--- src/logic/fec_pkg.sv ---
// Purpose: Constants and types shared by the frequency and event counter
// Assumes: 100 MHz system clock
// Notes: Times are in ns; cycle counts derive from them
package fec_pkg;
    localparam int unsigned CLK_PERIOD_NS = 10;
    localparam int unsigned NUM_DIGITS = 8;
    localparam int unsigned DIGIT_W = 4;
    localparam int unsigned COUNT_W = NUM_DIGITS * DIGIT_W;
    localparam longint unsigned GATE_SHORT_NS = 64'd100000000;
    localparam longint unsigned GATE_MID_NS = 64'd1000000000;
    localparam longint unsigned GATE_LONG_NS = 64'd10000000000;
    localparam longint unsigned GATE_SHORT_CYC = GATE_SHORT_NS / CLK_PERIOD_NS;
    localparam longint unsigned GATE_MID_CYC = GATE_MID_NS / CLK_PERIOD_NS;
    localparam longint unsigned GATE_LONG_CYC = GATE_LONG_NS / CLK_PERIOD_NS;
    // Digits dropped so the reading lands in kHz: 0.1 s -> 2, 1 s -> 3, 10 s -> 4
    localparam logic [2:0] SHIFT_SHORT = 3'h2;
    localparam logic [2:0] SHIFT_MID = 3'h3;
    localparam logic [2:0] SHIFT_LONG = 3'h4;
    localparam logic [1:0] SEL_EVENT = 2'h0;
    localparam logic [1:0] SEL_SHORT = 2'h1;
    localparam logic [1:0] SEL_MID = 2'h2;
    localparam logic [1:0] SEL_LONG = 2'h3;
    localparam logic [3:0] DIGIT_MAX = 4'h9;
    localparam logic [6:0] SEG_BLANK = 7'h00;
    typedef enum logic [1:0] {FEC_IDLE, FEC_GATE, FEC_LATCH} fec_state_type;
endpackage

--- src/logic/fec_bcd_counter.sv ---
// Purpose: Multi-digit decimal counter with overflow flag
// Assumes: Increment is one cycle wide
// Notes: Wraps to zero past all nines and raises overflow
`timescale 1ns/10ps
module fec_bcd_counter #(
    parameter int unsigned DIGITS = 8
) (
    input wire logic i_sys_clk,
    input wire logic i_rst,
    input wire logic i_clear,
    input wire logic i_inc,
    output logic [4*DIGITS-1:0] o_value,
    output logic o_overflow
);
    initial begin
        if (DIGITS < 1) begin
            $error("DIGITS must be at least one");
        end
    end

    logic [4*DIGITS-1:0] next_value;
    logic carry;

    always_comb begin
        next_value = o_value;
        carry = 1'b1;
        for (int i = 0; i < DIGITS; i++) begin
            if (carry) begin
                if (o_value[4*i +: 4] == fec_pkg::DIGIT_MAX) begin
                    next_value[4*i +: 4] = 4'h0;
                end else begin
                    next_value[4*i +: 4] = o_value[4*i +: 4] + 4'h1;
                    carry = 1'b0;
                end
            end
        end
    end

    always_ff @(posedge i_sys_clk or posedge i_rst) begin
        if (i_rst) begin
            o_value <= '0;
            o_overflow <= 1'b0;
        end else if (i_clear) begin
            o_value <= '0;
            o_overflow <= 1'b0;
        end else if (i_inc) begin
            o_value <= next_value;
            if (carry) begin
                o_overflow <= 1'b1;
            end
        end
    end
endmodule // fec_bcd_counter

--- src/logic/fec_counter.sv ---
// Purpose: Eight-digit frequency and event counter with display drive
// Assumes: Count input is well below half the system clock after sync
// Notes: Display scanned one digit at a time, common segment bus
`timescale 1ns/10ps
module fec_counter #(
    parameter longint unsigned GATE_SHORT = fec_pkg::GATE_SHORT_CYC,
    parameter longint unsigned GATE_MID = fec_pkg::GATE_MID_CYC,
    parameter longint unsigned GATE_LONG = fec_pkg::GATE_LONG_CYC,
    parameter int unsigned SCAN_CYC = 1000
) (
    input wire logic i_sys_clk,
    input wire logic i_rst,
    input wire logic i_count_in,
    input wire logic i_count_gate,
    input wire logic i_reset_button,
    input wire logic [1:0] i_mode_sel,
    output logic o_freq_mode_indicator,
    output logic o_event_indicator,
    output logic o_overflow_indicator,
    output logic [6:0] o_segments,
    output logic [7:0] o_digit_select
);
    localparam int unsigned CW = fec_pkg::COUNT_W;

    initial begin
        if (GATE_SHORT < 2 || GATE_MID < 2 || GATE_LONG < 2 || SCAN_CYC < 1) begin
            $error("Gate and scan counts too small");
        end
        // Gate counter is 40 bits, scan counter 16 bits
        if (GATE_SHORT > 64'hffffffffff || GATE_MID > 64'hffffffffff || GATE_LONG > 64'hffffffffff) begin
            $error("Gate count too large");
        end
        if (SCAN_CYC > 32'h10000) begin
            $error("Scan count too large");
        end
    end

    function automatic logic [6:0] seg_of(input logic [3:0] d);
        logic [6:0] s;
        s = fec_pkg::SEG_BLANK;
        unique case (d)
            4'h0: s = 7'h3f;
            4'h1: s = 7'h06;
            4'h2: s = 7'h5b;
            4'h3: s = 7'h4f;
            4'h4: s = 7'h66;
            4'h5: s = 7'h6d;
            4'h6: s = 7'h7d;
            4'h7: s = 7'h07;
            4'h8: s = 7'h7f;
            4'h9: s = 7'h6f;
            default: s = fec_pkg::SEG_BLANK;
        endcase
        return s;
    endfunction

    // Two-stage synchronisers for the panel and pulse inputs
    logic [1:0] in_s, gate_s, btn_s, mode0_s, mode1_s;
    logic in_prev, btn_prev;
    always_ff @(posedge i_sys_clk or posedge i_rst) begin
        if (i_rst) begin
            in_s <= 2'h0;
            gate_s <= 2'h0;
            btn_s <= 2'h0;
            mode0_s <= 2'h0;
            mode1_s <= 2'h0;
            in_prev <= 1'b0;
            btn_prev <= 1'b0;
        end else begin
            in_s <= {in_s[0], i_count_in};
            gate_s <= {gate_s[0], i_count_gate};
            btn_s <= {btn_s[0], i_reset_button};
            mode0_s <= {mode0_s[0], i_mode_sel[0]};
            mode1_s <= {mode1_s[0], i_mode_sel[1]};
            in_prev <= in_s[1];
            btn_prev <= btn_s[1];
        end
    end

    logic [1:0] mode_raw, mode_seen, mode;
    logic rise, gated_rise, btn_press, event_mode;
    assign mode_raw = {mode1_s[1], mode0_s[1]};
    // Bits synced apart may skew; take a selection only once it holds two cycles
    always_ff @(posedge i_sys_clk or posedge i_rst) begin
        if (i_rst) begin
            mode_seen <= fec_pkg::SEL_EVENT;
            mode <= fec_pkg::SEL_EVENT;
        end else begin
            mode_seen <= mode_raw;
            if (mode_raw == mode_seen) begin
                mode <= mode_seen;
            end
        end
    end
    assign event_mode = (mode == fec_pkg::SEL_EVENT);
    assign rise = in_s[1] & ~in_prev;
    assign gated_rise = rise & gate_s[1];
    assign btn_press = btn_s[1] & ~btn_prev;

    // Gate sequencer; a mode change restarts the interval
    fec_pkg::fec_state_type state;
    logic [39:0] gate_cnt, gate_len;
    logic [2:0] shift;
    logic [1:0] mode_prev;
    logic mode_change, cnt_clear;
    assign mode_change = (mode != mode_prev);

    always_comb begin
        gate_len = 40'(GATE_SHORT);
        shift = fec_pkg::SHIFT_SHORT;
        unique case (mode)
            fec_pkg::SEL_MID: begin
                gate_len = 40'(GATE_MID);
                shift = fec_pkg::SHIFT_MID;
            end
            fec_pkg::SEL_LONG: begin
                gate_len = 40'(GATE_LONG);
                shift = fec_pkg::SHIFT_LONG;
            end
            default: begin
                gate_len = 40'(GATE_SHORT);
                shift = fec_pkg::SHIFT_SHORT;
            end
        endcase
    end

    always_ff @(posedge i_sys_clk or posedge i_rst) begin
        if (i_rst) begin
            state <= fec_pkg::FEC_IDLE;
            gate_cnt <= 40'h0;
            mode_prev <= fec_pkg::SEL_EVENT;
        end else begin
            mode_prev <= mode;
            unique case (state)
                fec_pkg::FEC_IDLE: begin
                    gate_cnt <= 40'h0;
                    if (!event_mode && !mode_change) begin
                        state <= fec_pkg::FEC_GATE;
                    end
                end
                fec_pkg::FEC_GATE: begin
                    if (event_mode || mode_change) begin
                        state <= fec_pkg::FEC_IDLE;
                    end else if (gate_cnt == gate_len - 40'h1) begin
                        state <= fec_pkg::FEC_LATCH;
                    end
                    gate_cnt <= gate_cnt + 40'h1;
                end
                fec_pkg::FEC_LATCH: begin
                    state <= fec_pkg::FEC_IDLE;
                end
            endcase
        end
    end

    // Clear at gate start, on event-mode button, or on mode change
    assign cnt_clear = (state == fec_pkg::FEC_IDLE && !event_mode)
        || (event_mode && btn_press)
        || mode_change;

    logic [CW-1:0] count;
    logic cnt_ovf;
    logic cnt_inc;
    // In frequency mode edges count only inside the gate
    assign cnt_inc = gated_rise && (event_mode || state == fec_pkg::FEC_GATE);

    fec_bcd_counter #(
        .DIGITS(fec_pkg::NUM_DIGITS)
    ) u_count (
        .i_sys_clk(i_sys_clk),
        .i_rst(i_rst),
        .i_clear(cnt_clear),
        .i_inc(cnt_inc),
        .o_value(count),
        .o_overflow(cnt_ovf)
    );

    // Shown value: live total in event mode, held reading otherwise
    logic [CW-1:0] shown;
    logic show_ovf;
    always_ff @(posedge i_sys_clk or posedge i_rst) begin
        if (i_rst) begin
            shown <= '0;
            show_ovf <= 1'b0;
        end else if (event_mode) begin
            shown <= count;
            show_ovf <= cnt_ovf;
        end else if (state == fec_pkg::FEC_LATCH) begin
            // Right shift by whole digits turns edges per gate into kHz
            shown <= count >> (4 * shift);
            show_ovf <= cnt_ovf;
        end else if (mode_change) begin
            show_ovf <= 1'b0;
        end
    end

    always_ff @(posedge i_sys_clk or posedge i_rst) begin
        if (i_rst) begin
            o_freq_mode_indicator <= 1'b0;
            o_event_indicator <= 1'b0;
            o_overflow_indicator <= 1'b0;
        end else begin
            o_freq_mode_indicator <= !event_mode;
            o_event_indicator <= event_mode;
            o_overflow_indicator <= show_ovf;
        end
    end

    // Display scan, one digit per SCAN_CYC cycles
    logic [15:0] scan_cnt;
    logic [2:0] digit_idx;
    always_ff @(posedge i_sys_clk or posedge i_rst) begin
        if (i_rst) begin
            scan_cnt <= 16'h0;
            digit_idx <= 3'h0;
            o_segments <= fec_pkg::SEG_BLANK;
            o_digit_select <= 8'h00;
        end else begin
            if (scan_cnt == 16'(SCAN_CYC - 1)) begin
                scan_cnt <= 16'h0;
                digit_idx <= digit_idx + 3'h1;
            end else begin
                scan_cnt <= scan_cnt + 16'h1;
            end
            o_segments <= seg_of(shown[4*digit_idx +: 4]);
            o_digit_select <= 8'h01 << digit_idx;
        end
    end
endmodule // fec_counter

--- config.mk ---
export PLATFORM = sky130hd
export DESIGN_NAME = fec_counter
export DESIGN_NICKNAME = d
export VERILOG_FILES = /design/src/logic/fec_pkg.sv /design/src/logic/fec_bcd_counter.sv /design/src/logic/fec_counter.sv
export SDC_FILE = /design/constraint.sdc
export NUM_CORES = 1
export LEC_CHECK = 0
export BUFFER_PORTS_ARGS = -buffer_cell sky130_fd_sc_hd__buf_2
export CAP_MARGIN = 20
export CELL_PAD_IN_SITES_DETAIL_PLACEMENT = 0
export CELL_PAD_IN_SITES_GLOBAL_PLACEMENT = 1
export CORE_MARGIN = 10
export CORE_UTILIZATION = 52
export CTS_BUF_LIST = sky130_fd_sc_hd__clkbuf_4 sky130_fd_sc_hd__clkbuf_8
export DETAILED_ROUTE_END_ITERATION = 10
export GPL_ROUTABILITY_DRIVEN = 0
export PLACE_DENSITY_LB_ADDON = 0.1
export SYNTH_ARGS = -nofsm -noshare
export SYNTH_HDL_FRONTEND = slang
export SYNTH_HIERARCHICAL = 1
export SYNTH_SLANG_ARGS = --single-unit
--- constraint.sdc ---
create_clock -name i_sys_clk -period 7.1 [get_ports i_sys_clk]
set_input_delay 2.13 -clock i_sys_clk [delete_from_list [all_inputs] [get_ports i_sys_clk]]
set_output_delay 2.13 -clock i_sys_clk [all_outputs]
set_load 0.02 [all_outputs]
# Word-level counts from Yosys, hierarchy flattened
# Memories as Yosys holds them, arrays and structs flattened. A register that Yosys moved wholly into a read port is not among the register bits.
# Index checks and enable logic that the tools add are counted.
# W data, S select, Z words.
# totals
reg_bits	156
word_cells	149
romBits	112
out_inout_bits	18
memories	1
# memory_table
memory	words	width	read_ports	rd_ports_with_merged_regs	wr	line	text
(no name shown)	16	7	1	1	0	fec_counter.sv:41	unique case (d)
# classes
reduce_logical	33
eq_ne	18
muxes	48
bitwise_logic	5
addsub	12
n_shift	3
# ops
cell	n
$mux W32	4
$pmux W40 S2	1
$mux W4	15
$pmux W30 S2	1
$add A40 B1 Y40 const B	1
$eq A40 B40 Y1	1
$sub A40 B1 Y40 const B	1
$add A4 B1 Y4 const B	8
$eq A4 B4 Y1 const B	8
$shiftx A32 B6 Y4	1
$shr A32 B5 Y32	1
$reduce_bool A2 Y1	11
$mux W1	21
$reduce_and A2 Y1	9
$add A16 B1 Y16 const B	1
$eq A16 B10 Y1 const B	1
$mux W16	1
$shl A1 B3 Y8 const A	1
$eq A2 B2 Y1 const B	3
$mux W2	3
$pmux W2 S3	1
$pmux W3 S2	1
$logic_and A1 B1 Y1	4
$logic_not A2 Y1	2
11 further kinds	18

# Longest topological paths before layout
# Gate-level depths: netlist (run 1).
# logic_depth
ltp_word	12
mapped_depth	14

# Hierarchy
# Netlist (run 1), hierarchy kept.
# modules_own_cells
module	area_per_inst_um2	cells_per_inst	instances
fec_counter	6656.4	656	1
fec_bcd_counter	1950.6	201	1

# Worst setup path before layout (run 1)
# Ideal clock, no wire load.
# synth_timing
kind	flip-flop to flip-flop
startpoint	reg mode[1]
endpoint	reg u_count.o_value[26]
t_arrival_ns	2.695
path_slack_ns	4.279
path_buffers	4
period_less_slack_ns	2.821
stages_incl_launch_ff	14
path_cell_list	dfrtp_1 buf_2 inv_1 nand2_1 inv_1 clkbuf_1 nor2_1 nor3_1 buf_4 and4b_1 buf_6 a41oi_4 or3_4 a221o_1
# synth_lines
element	line	text
start: declaration	fec_counter.sv:80	logic [1:0] mode_raw, mode_seen, mode;
start signal: assignment	fec_counter.sv:87	mode <= fec_pkg::SEL_EVENT;
start signal: assignment	fec_counter.sv:91	mode <= mode_seen;
$logic_not A2 Y1	fec_counter.sv:95	assign event_mode = (mode == fec_pkg::SEL_EVENT);
$logic_or A1 B1 Y1	fec_counter.sv:165	assign cnt_inc = gated_rise && (event_mode || state == fec_pkg::FEC_GATE);
$logic_and A1 B1 Y1	fec_counter.sv:165	
via cnt_inc	fec_counter.sv:163	logic cnt_inc;
$reduce_bool A2 Y1 (no line)	-	
$reduce_and A2 Y1 (no line)	-	
end signal: assignment	fec_bcd_counter.sv:47	o_value <= next_value;
end: declaration	fec_bcd_counter.sv:12	output logic [4*DIGITS-1:0] o_value,
# The timed path passes the listed nets, and every way through them passes these cells.
# A chain may end at the register's enable or synchronous reset.

# Final worst setup path (run 1)
# Same ends and word-level chain as after synthesis.

==> results of run 1 <==
==> synth_stat cells (5+ instances only) <==
library cell,instances,area (sq um)
nand2_1,97,364
dfrtp_1,163,4080
o211ai_1,11,82.6
nor2_1,35,131
ha_1,35,438
a31oi_1,6,37.5
o22ai_1,13,81.3
buf_2,7,35.0
o21ai_0,67,335
nand3_1,45,225
or3_1,7,43.8
nor3_1,16,80.1
mux2i_1,45,450
xor2_1,8,70.1
nor4_1,6,37.5
and3_1,14,87.6
nand3b_1,12,90.1
nor2b_1,10,62.6
a21oi_1,38,190
mux4_2,8,180
xnor2_1,13,114
inv_1,43,161
nand4_1,18,113
o41ai_1,7,61.3
and2_1,5,31.3
and3b_1,8,70.1
nand2b_1,13,81.3
o31ai_1,14,105
clkbuf_1,28,105
==> per-stage QoR <==
step                utilization (%)  hold slack (ns)  cells  area, sq um
floorplan                         -            0.331    857         8610
global placement               55.4            0.336   1067         8900
detailed placement             55.4            0.336   1067         8900
CTS                            57.9            0.356   1099         9290
global route                   58.1            0.365   1101         9330
finish                         58.1            0.355   1101         9330
==> state kept, by name, indices dropped and copies added, names as in the netlist, 2 cells and up <==
name and cells:
mode_prev 2, mode 2, gate_s 2, u_count/o_value 32
digit_idx 3, o_segments 7, btn_s 2, shown 32
mode1_s 2, state 2, gate_cnt 40, in_s 2
o_digit_select 8, scan_cnt 16, mode_seen 2, mode0_s 2
==> worst max-delay path by stage <==
stage	from	to	depth (start not counted)
floorplan	i_rst	btn_prev	1
global placement	i_rst	scan_cnt[6]	3
finish	mode[1]	u_count/o_value[26]	9
CTS	mode[1]	u_count/o_value[26]	9
detailed placement	mode[1]	u_count/o_value[26]	9
global route	mode[1]	u_count/o_value[26]	9
==> kinds of logic (layout without fill, tap and decap cells) <==
kind of cell               count (synthesis)  count (layout)  synth area share [%]
AOI/OAI and AO/OA                        181             181                  13.0
and+or+nand+nor                          316             316                  20.2
DFF                                      163             163                  47.4
buffers and inverters                     82             110                  3.81
muxes                                     59              59                  8.37
adders and majority gates                 35              35                  5.09
xor gates and xnor gates                  21              21                  2.14
==> power breakdown <==
group	leakage, nW	switching (W)	internal [W]
sequential	2.16	0.000105	0.00101
combinational	1.84	0.000317	0.000174
clock	0.204	0.000337	0.000346
total	4.20	0.000759	0.00153
==> area by class of cell <==
type	instances	area, sq um	area share (%)
Multi-Input combinational cell	612	4200	45.0
Clock buffer	23	292	3.13
Clock inverter	9	104	1.11
Timing Repair Buffer	34	215	2.31
Inverter	44	168	1.80
Tap cell	216	270	2.90
Sequential cell	163	4080	43.7
==> per-layer routing <==
layer / vias to the layer above / share of wire (%) / track usage [%]
li1: 3140 / - / -
met3: 11 / 4.4 / 3.91
met2: 139 / 46 / 28.5
met5: - / 0 / 0
met4: 0 / 0.82 / 4.51
met1: 3300 / 49 / 25.2
==> critical path, stage by stage, from the launching register on <==
cell and delay, ns:
dfrtp_1 0.38, inv_1 0.23, nand2_1 0.45, inv_1 0.19, nor2_1 0.07, nor3_1 0.61
and4b_1 0.56, a41oi_4 0.32, or3_4 0.49, a221o_1 0.35
==> metrics.txt, run 1 <==
Final nets=914; htree depth=4; r2r setup slk=3.32 ns; Site Rows=46; pin count of the biggest net entering global routing=81; # DRC=0; initial core utilization=between 50% and 60%; Area Overhead vs Synth=8.37%; pwr/cell area=245 nW/um^2; Clock Sinks=163; CTS buffer count=17; Vias=6590; synthesized instance count=857; Ys Warns=6; worst path required time=roughly 7.4 ns; die span in x=between 100 and 150 um; PnR worst setup slack=3.32 ns; RSZ-0062 raised after global routing=false; Root Driver=clkbuf_8; die area=22100 sq um; Worst Hold Endpoint=mode0_s[1]; Hold Fails Final Rpt=0; setup violators final=0; number of distinct library cells after synthesis=64; Clk Latency, worst-skew pair=0.45 ns; first-pass GRT wire length=32.8 mm; PostCTS Resize Cnt=0; Worst VDD drop=0.000218 V; gr ovfl total=0; clock tree buffer depth=2; reg2reg path depth=9; I/O Buffers=24; kind of critical path=reg -> reg; Worst Hold Depth=0; share of cells above drive strength 1=11.1%; Critical R2R Capture=u_count/o_value[26]; Hold Path Class=reg -> reg; total global-route track usage=between 15 and 20%; CTS Hold Bufs=0; Detail Route Antenna Nets=0; initial antenna violation count=0; Post-synth EDFFs=0; P_leak=4.20 nW; core area=16100 sq um; Reg clk slew, reported paths=0.09 ns; WL per Instance=17.7 um; Layout fillers=roughly 1.4k; Starting DRT DRC Count=469; Avg Cell Area, Syn=10.0 sq um; First-pass DRT Iterations=5; # IOs=25; # diodes=0; Mapped Area=8610 sq um; CP Max Fanout=19; Post-synth ARST share=100%; clock skew=0.0129 ns; Main synth FF type=dfrtp_1; commonest non-fill, non-tap cell in the layout=dfrtp_1; Pwr Total=roughly 0.0023 W; post-route setup TNS=0 ns; RR Startpoint=mode[1]; status=finished, final reports clean; leading cell types in the layout, fill and taps excluded=dfrtp_1 (163), nand2_1 (97), o21ai_0 (67), nand3_1 (45), mux2i_1 (45); vias in the first global route=between 6k and 7k; worst-margin pin slew=0.711 ns; critical path arrival=4.12 ns; Setup crit end kind=flip-flop; min Tclk post-route=3.78 ns; critical hold path startpoint=mode0_s[0]; Routed WL=19.5 mm; Slew HR=52.2%; Max Fclk=around 260 MHz; CP startpoint kind=flip-flop; pre-CTS setup slack=3.35 ns; fin. max-slew vios=0; maxcap violations=0; HPWL after detailed placement=13.6 mm; Die Span Y=149 um; vias per cell=between 5 and 6; Seq cells post-synth=163; register area share after synthesis=47.4%; final period utilization=a little over half; TritonCTS clock tree=done; Net Count, Synth=between 800 and 900; postcts setup bufs=0
Power figures use the tool's default switching activity.
==> inputs of run 2 (changes only) <==
- CORE_UTILIZATION: 52 -> 47
- clock period: 7.1 -> 3.2 ns (I/O delays scaled with it)
==> run 2 against run 1 <==
  * Sequential share of layout area down 0.74 points
  * Die area up 9.2%
  * Combinational power up 130%
  * First-iteration DRC count down 4.3%
  * Setup slack worse by 2.8 ns
  * Critical path type unchanged
  * Sequential power up 120%
  * Critical endpoint unchanged
==> metrics.txt, run 2 (same netlist as run 1, synthesis figures left out) <==
setup violators final=0; total global-route track usage=17.0%; commonest non-fill, non-tap cell in the layout=dfrtp_1; CP Max Fanout=40; critical path arrival=3.05 ns; vias in the first global route=6462; Root Driver=clkbuf_8; clock skew=0.0165 ns; RSZ-0062 raised after global routing=false; status=finished, final reports clean; min Tclk post-route=between 2 and 3 ns; initial core utilization=a little under half; Clk Latency, worst-skew pair=0.46 ns; Max Fclk=369 MHz; core area=18000 sq um; P_leak=~4.3 nW; Hold Fails Final Rpt=0; # diodes=0; maxcap violations=0; vias per cell=5.92; # IOs=25; worst-margin pin slew=0.761 ns; Setup crit end kind=flip-flop; RR Startpoint=mode[0]; postcts setup bufs=0; Die Span Y=155 um; leading cell types in the layout, fill and taps excluded=dfrtp_1 (163), nand2_1 (97), o21ai_0 (67), nand3_1 (45), mux2i_1 (45); pwr/cell area=roughly 560 nW/um^2; Starting DRT DRC Count=around 450; Slew HR=48.9%; Worst Hold Depth=0; gr ovfl total=0; fin. max-slew vios=0; first-pass GRT wire length=33.6 mm; Critical R2R Capture=u_count/o_value[26]; Pwr Total=0.00530 W; HPWL after detailed placement=14.2 mm; Detail Route Antenna Nets=0; Layout fillers=1605; PnR worst setup slack=0.489 ns; CP startpoint kind=flip-flop; TritonCTS clock tree=done; kind of critical path=reg -> reg; die area=between 20000 and 25000 sq um; Top Registers=gate_cnt (40), shown (32), u_count/o_value (32); WL per Instance=18.0 um; final period utilization=between 80% and 90%; I/O Buffers=24; pin count of the biggest net entering global routing=about 50; CTS Hold Bufs=0; Final nets=926; pre-CTS setup slack=0.497 ns; max reg flops=40; initial antenna violation count=0; Vias=6667; Routed WL=20.3 mm; r2r setup slk=0.49 ns; # DRC=0; CP endpoint=u_count/o_value[26]; Hold Path Class=reg -> reg; Worst VDD drop=0.000488 V; Site Rows=49; post-route setup TNS=0 ns; share of cells above drive strength 1=about an eighth; First-pass DRT Iterations=5; htree depth=4; worst path required time=3.54 ns; Clock Sinks=163; PostCTS Resize Cnt=0; die span in x=roughly 160 um; reg2reg path depth=10; clock tree buffer depth=2; CTS buffer count=17; Critical Path Start=mode[0]; Reg clk slew, reported paths=roughly 0.09 ns; Reg with most FFs=gate_cnt; Area Overhead vs Synth=10.2%
==> run 2: stage by stage <==
stage	instance area, sq um	hold WS, ns	util (%)	cells
after floorplan	8610	0.331	-	857
after global placement	9030	0.332	50.3	1094
after detailed placement	9030	0.339	50.3	1094
after CTS	9490	0.363	52.8	1126
after global routing	9490	0.377	52.8	1126
final	9490	0.359	52.8	1126
==> run 2: area by class of cell <==
cell class	count	area, sq um	share of cell area (%)
Clock inverter	13	194	2.04
Inverter	44	169	1.78
Multi-Input combinational cell	612	4200	44.3
Sequential cell	163	4080	43.0
Tap cell	229	287	3.02
Timing Repair Buffer	46	298	3.14
Clock buffer	19	262	2.76
==> run 2: power by group <==
part	internal, W	switching, W
clock network	0.000905	0.000795
registers	0.00224	0.000240
logic	0.000409	0.000710
==> run 2: how the worst min path moves through the flow <==
stage | start | to
after detailed placement | btn_s[0] | btn_s[1]
after global placement | gate_s[0] | gate_s[1]
after floorplan | btn_s[0] | btn_s[1]
after CTS | btn_s[0] | btn_s[1]
after global routing | btn_s[0] | btn_s[1]
final | in_s[0] | in_s[1]
==> run 2: layer usage <==
metal / part of all wire [%] / wire, um / GRT usage [%] / vias to the layer above
li1: - / - / - / 3150
met1: 48 / 9780 / 24.1 / 3312
met2: 46 / 9360 / 25.7 / 181
met3: 4.6 / 925 / 3.97 / 24
met4: 1.3 / 259 / 4.41 / 0
met5: 0 / 0 / 0 / -
==> run 2: worst max-delay path, cell delays in order, from the launching register on <==
cell      delay (ns)
dfrtp_1         0.40
inv_2           0.17
nand2_1         0.10
inv_1           0.08
buf_4           0.35
nand3b_1        0.11
nand3_1         0.24
buf_4           0.28
nor2_1          0.11
or3_4           0.40
a221o_1         0.35
==> inputs of run 3 (changes only) <==
- ABC_AREA: not set -> 1
- CORE_UTILIZATION: 47 -> 49
- clock period: 3.2 -> 2.7 ns (I/O delays scaled with it)
==> run 3 against run 2 <==
  * Routed wire length is 13% higher
  * Register-to-register slack worse by 0.08 ns
  * Total power up 33%
  * Clock skew rose by 0.0030 ns
  * Global-route usage rose by 2.3 points
  * Fmax is 18% higher
  * Sequential power grew 23%
  * Non-clock buffer count rose by 4
  * Area after synthesis is 5.1% higher
  * Via count increased by 18%
  * Largest cell class unchanged
  * Largest power group unchanged
==> metrics.txt, run 3 <==
status=finished, final reports clean; Starting DRT DRC Count=492; PnR worst setup slack=0.411 ns; core area=18100 sq um; share of cells above drive strength 1=a little under a tenth; Worst Hold Endpoint=in_s[1]; Slew HR=roughly 56%; pre-CTS setup slack=0.383 ns; vias per cell=~5.4; Critical R2R Capture=u_count/o_value[27]; final period utilization=between 80% and 90%; pwr/cell area=707 nW/um^2; Top Registers=gate_cnt (40), shown (32), u_count/o_value (32); Die Span Y=156 um; post-route setup TNS=0 ns; Top delay family on crit path=simple AND/OR/NAND/NOR gates; TritonCTS clock tree=done; setup violators final=0; placed inst area=9570 sq um; top cells by count, synth=nand2_1 (268), dfrtp_1 (163), inv_1 (153), nor2_1 (124), o21ai_0 (102); crit path cell chain=buf_4 > nor2_4 > inv_2 > o311ai_1 > buf_4 > inv_2 > o21ai_2 > nand4_4 > nor2_4 > nand2_1 > nand2_1 > nand2_1; share of the synthesized area in the top cell type=between 40% and 50%; clock skew=0.0195 ns; critical hold path startpoint=in_s[0]; max reg flops=40; Reg with most FFs=gate_cnt; Seq cells post-synth=~160; critical path arrival=2.63 ns; Mapped Area=approximately 9000 sq um; HPWL after detailed placement=17.2 mm; Final Cell Area=9950 sq um; PostCTS Resize Cnt=0; cell with the most instances after synthesis=nand2_1; kind of critical path=reg -> reg; maxcap violations=0; # IOs=25; Hold Slack=0.354 ns; worst-margin pin slew=0.655 ns; clock tree buffer depth=2; synthesized instance count=1164; CP startpoint kind=flip-flop; RR Startpoint=mode[1]; gr ovfl total=0; Avg Cell Area, Syn=~7.8 sq um; area of the multi-input gates=4250 sq um; CTS Hold Bufs=0; # diodes=0; RSZ-0062 raised after global routing=false; Net Count, Synth=1206; Crit path buffers/inverters=4; leading cell types in the layout, fill and taps excluded=nand2_1 (268), dfrtp_1 (163), inv_1 (152), nor2_1 (124), o21ai_0 (102); register area share after synthesis=45.1%; commonest non-fill, non-tap cell in the layout=nand2_1; r2r setup slk=0.41 ns; Area Overhead vs Synth=9.91%; Worst Hold Depth=0; Root Driver=clkbuf_8; Reg clk slew, reported paths=around 0.09 ns; Hold Path Class=reg -> reg; CP Max Fanout=19; Setup crit end kind=flip-flop; Vias=7850; Post-synth EDFFs=0; initial antenna violation count=0; Crit-path slowest cell=dfrtp_1; CP peak stage delay=between 0.3 and 0.4 ns; Clock Sinks=163; Pwr Total=approximately 0.0070 W; Detail Route Antenna Nets=0; number of distinct library cells after synthesis=48; Hold Fails Final Rpt=0; die span in x=roughly 160 um; most repeated library cell on the critical path=nand2_1; Main synth FF type=dfrtp_1; Site Rows=49; Final nets=1250; die area=24300 sq um; First-pass DRT Iterations=7; fin. max-slew vios=0; reg2reg path depth=12; Clk Latency, worst-skew pair=about 0.45 ns; Worst VDD drop=0.000505 V; I/O Buffers=24; total global-route track usage=between 10% and 20%; Ys Warns=6; P_leak=about 4.7 nW; register area=4080 sq um; CTS buffer count=17; Post-synth ARST share=100%; pin count of the biggest net entering global routing=39; Max Fclk=437 MHz; leading area contributor after synthesis=dfrtp_1; htree depth=4; Layout fillers=about 1.8k; Routed WL=22.9 mm; # DRC=0; initial core utilization=50.0%; postcts setup bufs=0; worst path required time=3.04 ns; first-pass GRT wire length=38.3 mm; min Tclk post-route=2.29 ns; Synth area leaders=dfrtp_1 (45%), nand2_1 (11%), inv_1 (6.3%); WL per Instance=15.8 um; vias in the first global route=approximately 7.3k
==> run 3: final cells by class <==
class	instances	area share (%)
multi-input combinational	815	42.8
sequential	163	41.0
inverter	161	6.13
timing repair buffer	50	3.42
tap	229	2.88
clock buffer	19	2.57
clock inverter	13	1.23
==> run 3: worst register-to-register path, cell delays in order (launching register included) <==
cell	delay, ns
dfrtp_1	0.37
buf_4	0.20
nor2_4	0.11
inv_2	0.06
o311ai_1	0.23
buf_4	0.20
inv_2	0.10
o21ai_2	0.14
nand4_4	0.20
nor2_4	0.29
nand2_1	0.16
nand2_1	0.09
nand2_1	0.05
==> run 3: through the flow <==
stage	util, %	cells
2_1_floorplan	-	1164
3_3_place_gp	52.9	1418
3_5_place_dp	52.9	1418
4_1_cts	55.0	1450
5_1_grt	55.0	1450
6_report	55.0	1450
==> run 3: logic make-up after synthesis <==
family	synth area share (%)
simple gates	27.5
flops	45.1
fa+ha+maj	4.84
compound gates	13.1
xor+xnor	1.65
buf+inv	7.92
==> run 3: routing by layer <==
| layer | vias up | part of all wire [%] | routed length [um] | track usage, % |
|---|---|---|---|---|
| li1 | 3917 | - | - | - |
| met1 | 3755 | 51 | 11700 | 29.4 |
| met2 | 158 | 44 | 10000 | 28.1 |
| met3 | 20 | 3.8 | 872 | 2.76 |
| met4 | 0 | 1.3 | 297 | 5.40 |
| met5 | - | 0 | 0 | 0 |
==> run 3: worst max-delay path by stage <==
stage / from / end / slack [ns] / depth (start not counted)
final: mode[1] / u_count/o_value[27] / 0.41 / 12
after global routing: mode[1] / u_count/o_value[27] / 0.17 / 12
after CTS: mode[1] / u_count/o_value[27] / 0.39 / 12
after detailed placement: mode[1] / u_count/o_value[27] / 0.38 / 12
after global placement: mode[1] / u_count/o_value[25] / 0.43 / 12
after floorplan: mode[0] / u_count/o_value[24] / 0.16 / 12
==> run 3: power by group <==
group | internal, W | switching [W]
Sequential | 0.00276 | 0.000278
Combinational | 0.000698 | 0.00157
Clock | 0.000776 | 0.000954
Total | 0.00424 | 0.00280
